[src/hw/prio_regs_pkg.sv]
// Package: offsets, field layout and reset values of the priority registers.
// Assumes a 16-bit register port with one-cycle read latency.
package prio_regs_pkg;

    localparam int ADDR_W = 4;
    localparam int DATA_W = 16;
    localparam int PRIO_W = 3;
    localparam int NUM_SRC = 6;

    // ------------------------------------------------------------------
    // Register offsets
    // ------------------------------------------------------------------
    localparam logic [ADDR_W-1:0] OFF_PRIO_TWO   = 4'h0;
    localparam logic [ADDR_W-1:0] OFF_PRIO_THREE = 4'h1;

    // ------------------------------------------------------------------
    // Field positions (low bit of each field)
    // ------------------------------------------------------------------
    localparam int POS_SERIAL_RX = 12;
    localparam int POS_SPI_EVENT = 8;
    localparam int POS_SPI_FAULT = 4;
    localparam int POS_TIMER3    = 0;
    localparam int POS_CONV_DONE = 4;
    localparam int POS_SERIAL_TX = 0;

    // Implemented bit masks
    localparam logic [DATA_W-1:0] MASK_PRIO_TWO   = 16'h7777;
    localparam logic [DATA_W-1:0] MASK_PRIO_THREE = 16'h0077;

    // ------------------------------------------------------------------
    // Levels
    // ------------------------------------------------------------------
    localparam logic [PRIO_W-1:0] PRIO_RESET    = 3'h4;
    localparam logic [PRIO_W-1:0] PRIO_DISABLED = 3'h0;
    localparam logic [PRIO_W-1:0] PRIO_LOWEST   = 3'h1;
    localparam logic [PRIO_W-1:0] PRIO_HIGHEST  = 3'h7;

    // Source indices on the level bus
    localparam int SRC_SERIAL_RX = 0;
    localparam int SRC_SPI_EVENT = 1;
    localparam int SRC_SPI_FAULT = 2;
    localparam int SRC_TIMER3    = 3;
    localparam int SRC_CONV_DONE = 4;
    localparam int SRC_SERIAL_TX = 5;

endpackage

[src/hw/prio_field_if.sv]
// Interface: priority levels and their enables passed between modules.
// Assumes the consumer runs on the same clock as the register file.
`timescale 1ns/1ps
interface prio_field_if
    import prio_regs_pkg::*;
();
    logic [NUM_SRC*PRIO_W-1:0] level;
    logic [NUM_SRC-1:0]        enabled;

    modport source (output level, input enabled);
    modport sink   (input level, output enabled);
endinterface

[src/hw/prio_level_decode.sv]
// Decoder: marks which sources have a non-zero priority level.
// Assumes levels come straight from register flip-flops.
`timescale 1ns/1ps
module prio_level_decode
    import prio_regs_pkg::*;
(
    // Level bus
    prio_field_if.sink fields
);

    function automatic logic level_active(input logic [PRIO_W-1:0] lvl);
        return lvl != PRIO_DISABLED;
    endfunction

    genvar g;
    generate
        for (g = 0; g < NUM_SRC; g++) begin : g_src
            // Zero level means source can never request service
            assign fields.enabled[g] =
                level_active(fields.level[g*PRIO_W +: PRIO_W]);
        end
    endgenerate

endmodule

[src/hw/interrupt_priority_regs.sv]
// Top: two 16-bit priority control registers with a plain register port.
// Assumes one clock, synchronous reset, strobes never both high.
//
// Chosen here: the strobed register port and the register offsets.
`timescale 1ns/1ps
module interrupt_priority_regs
    import prio_regs_pkg::*;
(
    // Clock and reset
    input  wire logic                      clk_sys_in,
    input  wire logic                      reset_in,
    // Register port
    input  wire logic [ADDR_W-1:0]         addr_in,
    input  wire logic [DATA_W-1:0]         wdata_in,
    input  wire logic                      wr_in,
    input  wire logic                      rd_in,
    output logic      [DATA_W-1:0]         rdata_out,
    // Priority levels to the arbiter
    output logic      [NUM_SRC*PRIO_W-1:0] level_out,
    output logic      [NUM_SRC-1:0]        enabled_out
);

    // ------------------------------------------------------------------
    // Fields
    // ------------------------------------------------------------------
    logic [PRIO_W-1:0] serial_receive_priority_reg;
    logic [PRIO_W-1:0] spi_event_priority_reg;
    logic [PRIO_W-1:0] spi_fault_priority_reg;
    logic [PRIO_W-1:0] timer_three_priority_reg;
    logic [PRIO_W-1:0] conversion_done_priority_reg;
    logic [PRIO_W-1:0] serial_transmit_priority_reg;
    logic [DATA_W-1:0] rdata_reg;
    logic [NUM_SRC-1:0] enabled_reg;

    // ------------------------------------------------------------------
    // Decode
    // ------------------------------------------------------------------
    wire logic hit_two   = addr_in == OFF_PRIO_TWO;
    wire logic hit_three = addr_in == OFF_PRIO_THREE;
    wire logic wr_two    = wr_in && hit_two;
    wire logic wr_three  = wr_in && hit_three;

    // Packed views; empty bits are constant zero
    wire logic [DATA_W-1:0] view_two =
        {1'b0, serial_receive_priority_reg,
         1'b0, spi_event_priority_reg,
         1'b0, spi_fault_priority_reg,
         1'b0, timer_three_priority_reg};
    wire logic [DATA_W-1:0] view_three =
        {9'h000, conversion_done_priority_reg,
         1'b0, serial_transmit_priority_reg};

    wire logic [DATA_W-1:0] rdata_next =
        hit_two   ? (view_two & MASK_PRIO_TWO) :
        hit_three ? (view_three & MASK_PRIO_THREE) :
                    16'h0000;

    prio_field_if fields ();

    assign fields.level = {serial_transmit_priority_reg,
                           conversion_done_priority_reg,
                           timer_three_priority_reg,
                           spi_fault_priority_reg,
                           spi_event_priority_reg,
                           serial_receive_priority_reg};

    prio_level_decode u_decode (
        .fields (fields.sink)
    );

    // ------------------------------------------------------------------
    // Register two
    // ------------------------------------------------------------------
    always_ff @(posedge clk_sys_in) begin
        if (reset_in) begin
            serial_receive_priority_reg <= PRIO_RESET;
            spi_event_priority_reg      <= PRIO_RESET;
            spi_fault_priority_reg      <= PRIO_RESET;
            timer_three_priority_reg    <= PRIO_RESET;
        end else if (wr_two) begin
            serial_receive_priority_reg <=
                wdata_in[POS_SERIAL_RX +: PRIO_W];
            spi_event_priority_reg      <= wdata_in[POS_SPI_EVENT +: PRIO_W];
            spi_fault_priority_reg      <= wdata_in[POS_SPI_FAULT +: PRIO_W];
            timer_three_priority_reg    <= wdata_in[POS_TIMER3 +: PRIO_W];
        end
    end

    // ------------------------------------------------------------------
    // Register three
    // ------------------------------------------------------------------
    always_ff @(posedge clk_sys_in) begin
        if (reset_in) begin
            conversion_done_priority_reg <= PRIO_RESET;
            serial_transmit_priority_reg <= PRIO_RESET;
        end else if (wr_three) begin
            conversion_done_priority_reg <=
                wdata_in[POS_CONV_DONE +: PRIO_W];
            serial_transmit_priority_reg <=
                wdata_in[POS_SERIAL_TX +: PRIO_W];
        end
    end

    // ------------------------------------------------------------------
    // Read data and outputs
    // ------------------------------------------------------------------
    always_ff @(posedge clk_sys_in) begin
        if (reset_in) begin
            rdata_reg   <= 16'h0000;
            enabled_reg <= '0;
        end else begin
            rdata_reg   <= rd_in ? rdata_next : 16'h0000;
            enabled_reg <= fields.enabled;
        end
    end

    assign rdata_out   = rdata_reg;
    assign level_out   = fields.level;
    assign enabled_out = enabled_reg;
endmodule

[config.mk]
export PLATFORM = sky130hd
export DESIGN_NAME = interrupt_priority_regs
export DESIGN_NICKNAME = d
export VERILOG_FILES = /design/src/hw/prio_regs_pkg.sv /design/src/hw/prio_field_if.sv /design/src/hw/prio_level_decode.sv /design/src/hw/interrupt_priority_regs.sv
export SDC_FILE = /design/constraint.sdc
export NUM_CORES = 1
export LEC_CHECK = 0
export ABC_AREA = 1
export BUFFER_PORTS_ARGS = -buffer_cell sky130_fd_sc_hd__buf_2
export CORE_MARGIN = 8
export CORE_UTILIZATION = 49
export CTS_BUF_LIST = sky130_fd_sc_hd__clkbuf_4
export CTS_CLUSTER_DIAMETER = 40
export CTS_CLUSTER_SIZE = 40
export DETAILED_ROUTE_END_ITERATION = 6
export PLACE_DENSITY = 0.83
export RECOVER_POWER = 25
export SETUP_SLACK_MARGIN = 0.1
export SKIP_LAST_GASP = 1
export SYNTH_ARGS = -nofsm -noshare
export SYNTH_HDL_FRONTEND = slang
export SYNTH_SLANG_ARGS = --single-unit
[constraint.sdc]
create_clock -name clk_sys_in -period 0.92 [get_ports clk_sys_in]
set_input_delay 0.184 -clock clk_sys_in [delete_from_list [all_inputs] [get_ports clk_sys_in]]
set_output_delay 0.184 -clock clk_sys_in [all_outputs]
set_load 0.03 [all_outputs]
==> impl_metrics.tcl, run 1 <==
set metrics [dict create \
    place.detailed.hpwl_um 2819 \
    synthDistinctLibCells 22 \
    drt-initial-drc-count 95 \
    crit_path_max_incr_delay_ns 0.37 \
    power.density_nw_per_um2 1290 \
    h-tree-depth 2 \
    fillCellCount 195 \
    grt_max_degree 19 \
    postLayoutCoreUtil 0.7508 \
    gp_routability_congestion 0.8757 \
    drt_pass1_iterations 4 \
    setup.worst_path.end_class "primary output" \
    skew_ns 0.002295 \
    worstHoldEndpoint "spi_event_priority_reg[2]$_SDFFE_PP1P_" \
    timing.critical_path.max_delay_family "flip-flops" \
    synth-seq-area-share 0.4721 \
    top_fanout_value_on_the_critical_path 3 \
    drv_cap 0 \
    synth_area_um2 1526 \
    drv_slew 0 \
    power.static_leakage_uw 0.001137 \
    die_w_um 71.82 \
    routedLengthMet1_um 1759 \
    top_signal_layer_used "met4" \
    critical_path_arrival_ns 0.83 \
    post_synth_main_area_contributors "sky130_fd_sc_hd__dfxtp_1 (47%), sky130_fd_sc_hd__nand4_1 (9.8%), sky130_fd_sc_hd__inv_1 (8.9%), sky130_fd_sc_hd__nand2_1 (5.9%), sky130_fd_sc_hd__nor2_1 (4.9%)" \
    hold_violations 0 \
    synth.largest_area_cell "sky130_fd_sc_hd__dfxtp_1" \
    rsz0062_at_grt "true" \
    final_cell_mix "sky130_fd_sc_hd__buf_6 (36), sky130_fd_sc_hd__dfxtp_2 (34), sky130_fd_sc_hd__inv_1 (32)" \
    drt-wirelength-per-cell_um 15.71 \
    finalWirelength_um 4649 \
    detailroute.via_count 1578 \
    worstPathBufferInverterCount 1 \
    dr_wl_met2_um 2366 \
    postLayoutSetupSlackWorst_ns -0.09791 \
    clock.fmax_mhz 982.4 \
    viasPerCell 5.331 \
    cts_tree "built" \
    first_global_vias 1584 \
    buffer_ports.inserted 55 \
    post-synth-top-area-fraction 0.4721 \
    core_area_um2 3003 \
    nets 287 \
    r2r_setup_slack_ns 0.13 \
    failing_checks "setup timing" \
    cts.hold.buffers_added 0 \
    reg2reg_from "serial_transmit_priority_reg[1]$_SDFFE_PP0P_" \
    antenna_cells 0 \
    initial_utilization 0.5083 \
    worst_setup_path_start_kind "flip-flop" \
    final.setup.tns_ns -2.314 \
    y_dimension_of_the_die_um 71.82 \
    synthesis.instances 189 \
    worstRegToRegCells 5 \
    initial_antenna_violation_count 0 \
    cts.sinks 36 \
    clk_root_buffer_cell "sky130_fd_sc_hd__clkbuf_4" \
    clkSlewWorstSetupHoldPaths_ns 0.10 \
    synth_warnings 0 \
    timing.final.crit_period_ns 1.018 \
    detailed_place.area_um2 1888 \
    number_of_flip_flops_in_the_largest_register 12 \
    outcome "finished with violations" \
    clock_latency_ns 0.33 \
    post-route-drc-count 0 \
    hold-path-cell-count 3 \
    path_class "reg2out" \
    layout_commonest_cell "sky130_fd_sc_hd__buf_6" \
    required_ns 0.74 \
    postRouteAntennaNets 0 \
    grt.total_usage 0.1823 \
    ios 64 \
    rr_endpoint "serial_transmit_priority_reg[1]$_SDFFE_PP0P_" \
    met3RoutedLength_um 350 \
    finalSetupViolCount 36 \
    synth.avg_cell_area_um2 8.077 \
    hold_path_startpoint "wdata_in[10]" \
    remaining_global_route_overflow 0 \
    critPathSlowestCell "sky130_fd_sc_hd__dfxtp_2" \
    ctsLongestPathBuffers 2 \
    die-area_um2 5157 \
    post_route_cells_drive_above_1_share 0.5589 \
    irDropWorstVdd_mv 0.7352 \
    cp_cell_sequence "buf_6" \
    grt_first_pass_wirelength_um 7472 \
    holdCritPathClass "in2reg" \
    synth_seq_cells 36 \
    core.rowCount 20 \
    preCtsSetupSlack_ns -0.08803 \
    numCtsBuffers 5 \
    post_route_design_area_um2 2255 \
    area_growth_syn_to_layout_pct 47.70 \
    finalCritPeriodShare 1.106 \
]
[kinds of logic after synthesis]
family                 share of synthesized area
DFF                                       0.4721
buffers and inverters                     0.1656
and+or+nand+nor                           0.3074
other                                   0.002457
AOI/OAI and AO/OA                        0.05245
[power by group]
group | internal [uW] | leakage [uW] | switching, uW
sequential | 1600 | 0.000302 | 22.9
combinational | 190 | 0.000804 | 292
clock | 311 | 0.0000315 | 491
[stage by stage]
step,power (uW),cells,hold slack (ns)
floorplan,1926,192,0.3613
global placement,2048,281,0.4599
detailed placement,2055,281,0.4647
CTS,2878,295,0.1227
global route,3012,296,0.1435
finish,2908,296,0.1276
[area by class of cell]
type / instances / area [um2] / share of cell area
Sequential cell: 36 / 763.2 / 0.3385
Tap cell: 33 / 41.29 / 0.01831
Timing Repair Buffer: 78 / 681.9 / 0.3024
Clock inverter: 1 / 5.005 / 0.002220
Inverter: 39 / 150.1 / 0.06659
Multi-Input combinational cell: 103 / 568.0 / 0.2519
Clock buffer: 6 / 45.04 / 0.01998
[worst max path at each step]
stage                                                      start                                        to  slack (ns)  depth (start not counted)
CTS                 serial_transmit_priority_reg[0]$_SDFFE_PP0P_                             level_out[15]       -0.09                          1
global route        conversion_done_priority_reg[0]$_SDFFE_PP0P_                             level_out[12]       -0.13                          1
global placement                                      addr_in[1]  timer_three_priority_reg[1]$_SDFFE_PP0P_       -0.06                          6
detailed placement                                    addr_in[1]  timer_three_priority_reg[1]$_SDFFE_PP0P_       -0.09                          6
floorplan                                               reset_in                   rdata_out[4]$_SDFF_PP0_         0.1                          5
finish              conversion_done_priority_reg[0]$_SDFFE_PP0P_                             level_out[12]        -0.1                          1
[cells in the mapped netlist (all sizes together)]
cell    number
nand3        9
conb         1
inv         38
buf         14
nand4       24
nand2       30
clkinv       1
dfxtp       36
nor2        24
a21oi        2
o21ai        6
a31oi        4
[worst register-to-register path, stage by stage (launching register included)]
cell and delay [ns]:
sky130_fd_sc_hd__dfxtp_2 0.34, sky130_fd_sc_hd__buf_4 0.14, sky130_fd_sc_hd__inv_1 0.06, sky130_fd_sc_hd__nand2_2 0.05, sky130_fd_sc_hd__inv_2 0.06, sky130_fd_sc_hd__nor2_2 0.04
[per-layer routing]
layer | vias to the layer above | GRT usage
met4 | 0 | 0.09751
met5 | - | 0
met2 | 82 | 0.3188
met1 | 745 | 0.1887
li1 | 733 | -
met3 | 18 | 0.05858
[timing repair]
| item | in CTS | in global routing |
|---|---|---|
| setup buffers | 7 | 2 |
| resized for setup | 97 | 10 |
| endpoints found under the setup margin | 36 | 40 |
| pin swaps | 0 | 1 |
| endpoints found under the hold margin | 0 | 0 |
No activity file was read; power rests on OpenSTA's default activity.
==> run 2, diff against run 1 <==
==> constraint.sdc (replaced) <==
create_clock -name clk_sys_in -period 0.92 [get_ports clk_sys_in]
set_input_delay 0.184 -clock clk_sys_in [delete_from_list [all_inputs] [get_ports clk_sys_in]]
set_output_delay 0.184 -clock clk_sys_in [all_outputs]
set_load 0.02 [all_outputs]
==> run 2 against run 1 <==
The run still ends with setup timing left; worst setup slack got worse by 0.033 ns; register-to-register slack got worse by 0.04 ns; clock skew increased by 0.0042 ns; combinational power decreased by 6.6%; critical path depth unchanged; die area unchanged; largest cell class unchanged; largest power group unchanged.
==> impl_metrics.tcl, run 2 (synthesis gave the netlist of run 1 again) <==
set metrics [dict create \
    outcome "finished with violations" \
    failing_checks "setup timing" \
    h-tree-depth 2 \
    cts_tree "built" \
    critPathSlowestCell "sky130_fd_sc_hd__dfxtp_2" \
    ios 64 \
    preCtsSetupSlack_ns -0.1184 \
    skew_ns 0.006451 \
    first_global_vias 1589 \
    final_cell_mix "sky130_fd_sc_hd__buf_6 (37), sky130_fd_sc_hd__dfxtp_2 (36), sky130_fd_sc_hd__inv_1 (32)" \
    crit_path_max_incr_delay_ns 0.38 \
    postLayoutCoreUtil 0.7575 \
    drv_cap 0 \
    viasPerCell 5.271 \
    drt_pass1_iterations 5 \
    ff_latch_area_um2 765.7 \
    ctsLongestPathBuffers 2 \
    layout_commonest_cell "sky130_fd_sc_hd__buf_6" \
    cts.sinks 36 \
    finalSetupViolCount 41 \
    numCtsBuffers 5 \
    area_growth_syn_to_layout_pct 49.02 \
    required_ns 0.74 \
    hold_violations 0 \
    drv_slew 0 \
    core.rowCount 20 \
    setup.worst_path.end_class "primary output" \
    clock.fmax_mhz 951.9 \
    finalWirelength_um 4790 \
    clkSlewWorstSetupHoldPaths_ns 0.11 \
    post_route_design_area_um2 2275 \
    detailed_place.area_um2 1862 \
    path_class "reg2out" \
    multi_input_area_um2 556.8 \
    grt_max_degree 19 \
    initial_antenna_violation_count 0 \
    drt-initial-drc-count 176 \
    detailroute.via_count 1576 \
    remaining_global_route_overflow 0 \
    place.detailed.hpwl_um 2701 \
    clock_latency_ns 0.36 \
    antenna_cells 0 \
    top_fanout_value_on_the_critical_path 2 \
    post_route_cells_drive_above_1_share 0.5564 \
    number_of_flip_flops_in_the_largest_register 12 \
    gp_routability_congestion 0.8492 \
    irDropWorstVdd_mv 0.9389 \
    fillCellCount 185 \
    drt-wirelength-per-cell_um 16.02 \
    timing.final.crit_period_ns 1.051 \
    die-area_um2 5157 \
    cts.hold.buffers_added 0 \
    postRouteAntennaNets 0 \
    nets 289 \
    timing.critical_path.max_delay_family "flip-flops" \
    y_dimension_of_the_die_um 71.82 \
    critical_path_arrival_ns 0.87 \
    clk_root_buffer_cell "sky130_fd_sc_hd__clkbuf_4" \
    power.static_leakage_uw 0.001153 \
    cp_cell_sequence "buf_6" \
    worst_setup_path_start_kind "flip-flop" \
    die_w_um 71.82 \
    grt.total_usage 0.1889 \
    power.density_nw_per_um2 1394 \
    finalCritPeriodShare 1.142 \
    grt_first_pass_wirelength_um 7728 \
    core_area_um2 3003 \
    buffer_ports.inserted 55 \
    rsz0062_at_grt "true" \
    post-route-drc-count 0 \
    worstPathBufferInverterCount 1 \
    initial_utilization 0.5083 \
    holdCritPathClass "in2reg" \
    postLayoutSetupSlackWorst_ns -0.1306 \
]
[run 2: changes by cell type in the layout (fill, tap and decap cells not counted), sizes merged]
cell | previous run | this run
bufinv | 0 | 1
clkinv | 2 | 3
buf | 77 | 78
[run 2: area by class of cell]
| type | count | area share |
|---|---|---|
| clock buffer | 5 | 0.01650 |
| clock inverter | 3 | 0.01650 |
| inverter | 39 | 0.06491 |
| multi-input combinational | 103 | 0.2448 |
| sequential | 36 | 0.3366 |
| tap | 33 | 0.01815 |
| timing repair buffer | 80 | 0.3025 |
[run 2: timing repair]
action	in CTS	in global routing
pin swaps	0	2
resized for setup	107	11
endpoints found under the setup margin	36	43
buffers inserted	10	1
[run 2: power breakdown]
part / switching (uW) / leakage [uW] / internal, uW
registers: 22.9 / 0.000303 / 1600
clock network: 543 / 0.0000403 / 554
logic: 261 / 0.000811 / 188
total: 827 / 0.00115 / 2340
[run 2: path summary, 6_finish.rpt]
path | from | to | slack, ns | cells after the start
hold reg to reg | serial_receive_priority_reg[0]$_SDFFE_PP0P_ | rdata_out[12]$_SDFF_PP0_ | 0.50 | 2
setup reg to reg | serial_receive_priority_reg[2]$_SDFFE_PP1P_ | serial_receive_priority_reg[2]$_SDFFE_PP1P_ | 0.09 | 3
hold / removal | wdata_in[6] | conversion_done_priority_reg[2]$_SDFFE_PP1P_ | 0.10 | 3
setup / recovery | conversion_done_priority_reg[2]$_SDFFE_PP1P_ | level_out[14] | -0.13 | 1
[run 2: stage by stage]
step	setup TNS, ns	hold WS (ns)	std cells	total power (uW)
after floorplan	0	0.3614	192	1888
after global placement	-1.644	0.4569	281	2009
after detailed placement	-2.000	0.4656	281	2014
after CTS	-2.710	0.09921	299	3137
after global routing	-4.441	0.1258	299	3272
final	-3.073	0.1033	299	3170
[run 2: per-layer routing]
| metal | track usage | vias up | part of all wire |
|---|---|---|---|
| li1 | - | 741 | - |
| met1 | 0.2199 | 718 | 0.39 |
| met2 | 0.3047 | 96 | 0.47 |
| met3 | 0.05858 | 21 | 0.087 |
| met4 | 0.09524 | 0 | 0.045 |
| met5 | 0 | - | 0 |
==> run 3, diff against run 2 <==
--- a/config.mk
+++ b/config.mk
@@ -7,7 +7,7 @@
 export LEC_CHECK = 0
 export ABC_AREA = 1
 export BUFFER_PORTS_ARGS = -buffer_cell sky130_fd_sc_hd__buf_2
-export CORE_MARGIN = 8
+export CORE_MARGIN = 1.5
 export CORE_UTILIZATION = 49
 export CTS_BUF_LIST = sky130_fd_sc_hd__clkbuf_4
 export CTS_CLUSTER_DIAMETER = 40
@@ -15,7 +15,7 @@
 export DETAILED_ROUTE_END_ITERATION = 6
 export PLACE_DENSITY = 0.83
 export RECOVER_POWER = 25
-export SETUP_SLACK_MARGIN = 0.1
+export SETUP_SLACK_MARGIN = 0.05
 export SKIP_LAST_GASP = 1
 export SYNTH_ARGS = -nofsm -noshare
 export SYNTH_HDL_FRONTEND = slang
==> run 3 against run 2 <==
The run still ends with setup timing left; combinational power barely moved; cell area fell by 0.83%; clock power fell by 25%; via count rose by 1.3%; first-iteration DRC count fell by 33%; clock-buffer cell count did not move; sequential power barely moved; global-route usage rose by 11 points; largest cell class unchanged; cell count did not move; sequential share of layout area rose by 0.28 points; power fell by 8.4%.
==> impl_metrics.tcl, run 3 (synthesis gave the netlist of run 1 again) <==
set metrics [dict create \
    failing_checks "setup timing" \
    antenna_cells 0 \
    switching_share 0.2857 \
    remaining_global_route_overflow 0 \
    gp_routability_congestion 0.8376 \
    r2r_setup_slack_ns -0.01 \
    clk_root_buffer_cell "sky130_fd_sc_hd__clkbuf_4" \
    post_route_cells_drive_above_1_share 0.5376 \
    rsz0062_at_grt "true" \
    power.share.clock 0.285 \
    detailroute.via_count 1596 \
    final.setup.tns_ns -2.734 \
    power_frac_comb 0.156 \
    numCtsBuffers 5 \
    power.density_nw_per_um2 1287 \
    setup.worst_path.end_class "primary output" \
    finalSetupViolCount 38 \
    cellInternalPower_uw 2074 \
    postRouteAntennaNets 0 \
    cts.sinks 36 \
    grt_max_degree 19 \
    buffer_ports.inserted 55 \
    clkSlewWorstSetupHoldPaths_ns 0.11 \
    post-route-drc-count 0 \
    grt_first_pass_wirelength_um 7507 \
    hold_violations 0 \
    cts_tree "built" \
    share_seq_of_total_power 0.559 \
    skew_ns 0.005185 \
    drv_cap 0 \
    cp_cell_sequence "buf_6" \
    drt-initial-drc-count 118 \
    irDropWorstVdd_mv 0.6284 \
    top_fanout_value_on_the_critical_path 2 \
    clock_latency_ns 0.35 \
    drt-wirelength-per-cell_um 15.62 \
    power.static_leakage_uw 0.001140 \
    grt.total_usage 0.2956 \
    die_w_um 58.82 \
    initial_utilization 0.5083 \
    core_area_um2 3003 \
    ios 64 \
    postLayoutSetupSlackWorst_ns -0.1204 \
    drt_pass1_iterations 4 \
    y_dimension_of_the_die_um 58.82 \
    worst_setup_path_start_kind "flip-flop" \
    worst_hold_slack_after_final_layout_ns 0.1268 \
    final_cell_mix "sky130_fd_sc_hd__inv_1 (36), sky130_fd_sc_hd__dfxtp_2 (36), sky130_fd_sc_hd__buf_6 (36)" \
    crit_path_max_incr_delay_ns 0.38 \
    core.rowCount 20 \
    critPathSlowestCell "sky130_fd_sc_hd__dfxtp_2" \
    ctsLongestPathBuffers 2 \
    first_global_vias 1576 \
    nets 289 \
    path_class "reg2out" \
    drv_slew 0 \
    critical_path_arrival_ns 0.86 \
    viasPerCell 5.338 \
    timing.critical_path.max_delay_family "flip-flops" \
    clock.fmax_mhz 961.1 \
    holdCritPathClass "in2reg" \
    finalCritPeriodShare 1.131 \
    initial_antenna_violation_count 0 \
    area_growth_syn_to_layout_pct 47.79 \
    die-area_um2 3459 \
    finalWirelength_um 4671 \
    h-tree-depth 2 \
    worstPathBufferInverterCount 1 \
    outcome "finished with violations" \
    power_switching_uw 829.8 \
    required_ns 0.74 \
    timing.final.crit_period_ns 1.040 \
    place.detailed.hpwl_um 2535 \
    design_power_total_uw 2904 \
    number_of_flip_flops_in_the_largest_register 12 \
    fillCellCount 184 \
]
## run 3: cell types whose count changed in the layout (fill, tap and decap cells not counted), sizes merged
cell / change
clkbuf: -2
bufinv: -1
clkinv: +1
buf: +2
## run 3: layer usage
metal | global-route usage | routed length [um]
met2 | 0.5095 | 2379
met5 | 0 | 0
met3 | 0.05055 | 341
met4 | 0.1266 | 165
met1 | 0.3609 | 1785
## run 3: final cells by class
class / count / area [um2] / share of cell area
sequential: 36 / 765.7 / 0.3394
multi-input combinational: 103 / 550.5 / 0.2440
clock inverter: 3 / 13.76 / 0.006101
clock buffer: 5 / 37.54 / 0.01664
tap: 33 / 41.29 / 0.01830
timing repair buffer: 80 / 700.7 / 0.3106
inverter: 39 / 146.4 / 0.06489
## run 3: worst paths after layout
kind,from,end,cells past startpoint
setup / recovery,conversion_done_priority_reg[1]$_SDFFE_PP0P_,level_out[13],1
hold / removal,wdata_in[6],spi_fault_priority_reg[2]$_SDFFE_PP1P_,3
setup reg to reg,serial_transmit_priority_reg[1]$_SDFFE_PP0P_,enabled_out[5]$_SDFF_PP0_,4
hold reg to reg,serial_receive_priority_reg[0]$_SDFFE_PP0P_,rdata_out[12]$_SDFF_PP0_,2
## run 3: timing repair
action / CTS / global route
endpoints found under the setup margin: 36 / 38
gates resized for setup: 108 / 2
hold buffers: 0 / 0
buffers inserted: 9 / 1
## run 3: metrics by stage
stage	utilization	instances	setup slack, ns	cell area (um2)
2_1_floorplan	-	192	0.06386	1538
3_3_place_gp	0.6238	281	-0.05834	1873
3_5_place_dp	0.6238	281	-0.08880	1873
4_1_cts	0.7533	298	-0.09649	2262
5_1_grt	0.7513	299	-0.1457	2256
6_report	0.7513	299	-0.1204	2256
## run 3: power groups by stage
stage               clock [uW]  combinational [uW]  sequential [uW]
CTS                        791                 435             1620
finish                     827                 453             1620
global route               879                 485             1630
floorplan                    0                 191             1690
detailed placement           0                 376             1650
global placement             0                 367             1650
## run 3: tightest hold or removal path, delay by kind of cell
kind | cells | cell delay [ns]
simple gates | 2 | 0.17
buf+inv | 1 | 0.09
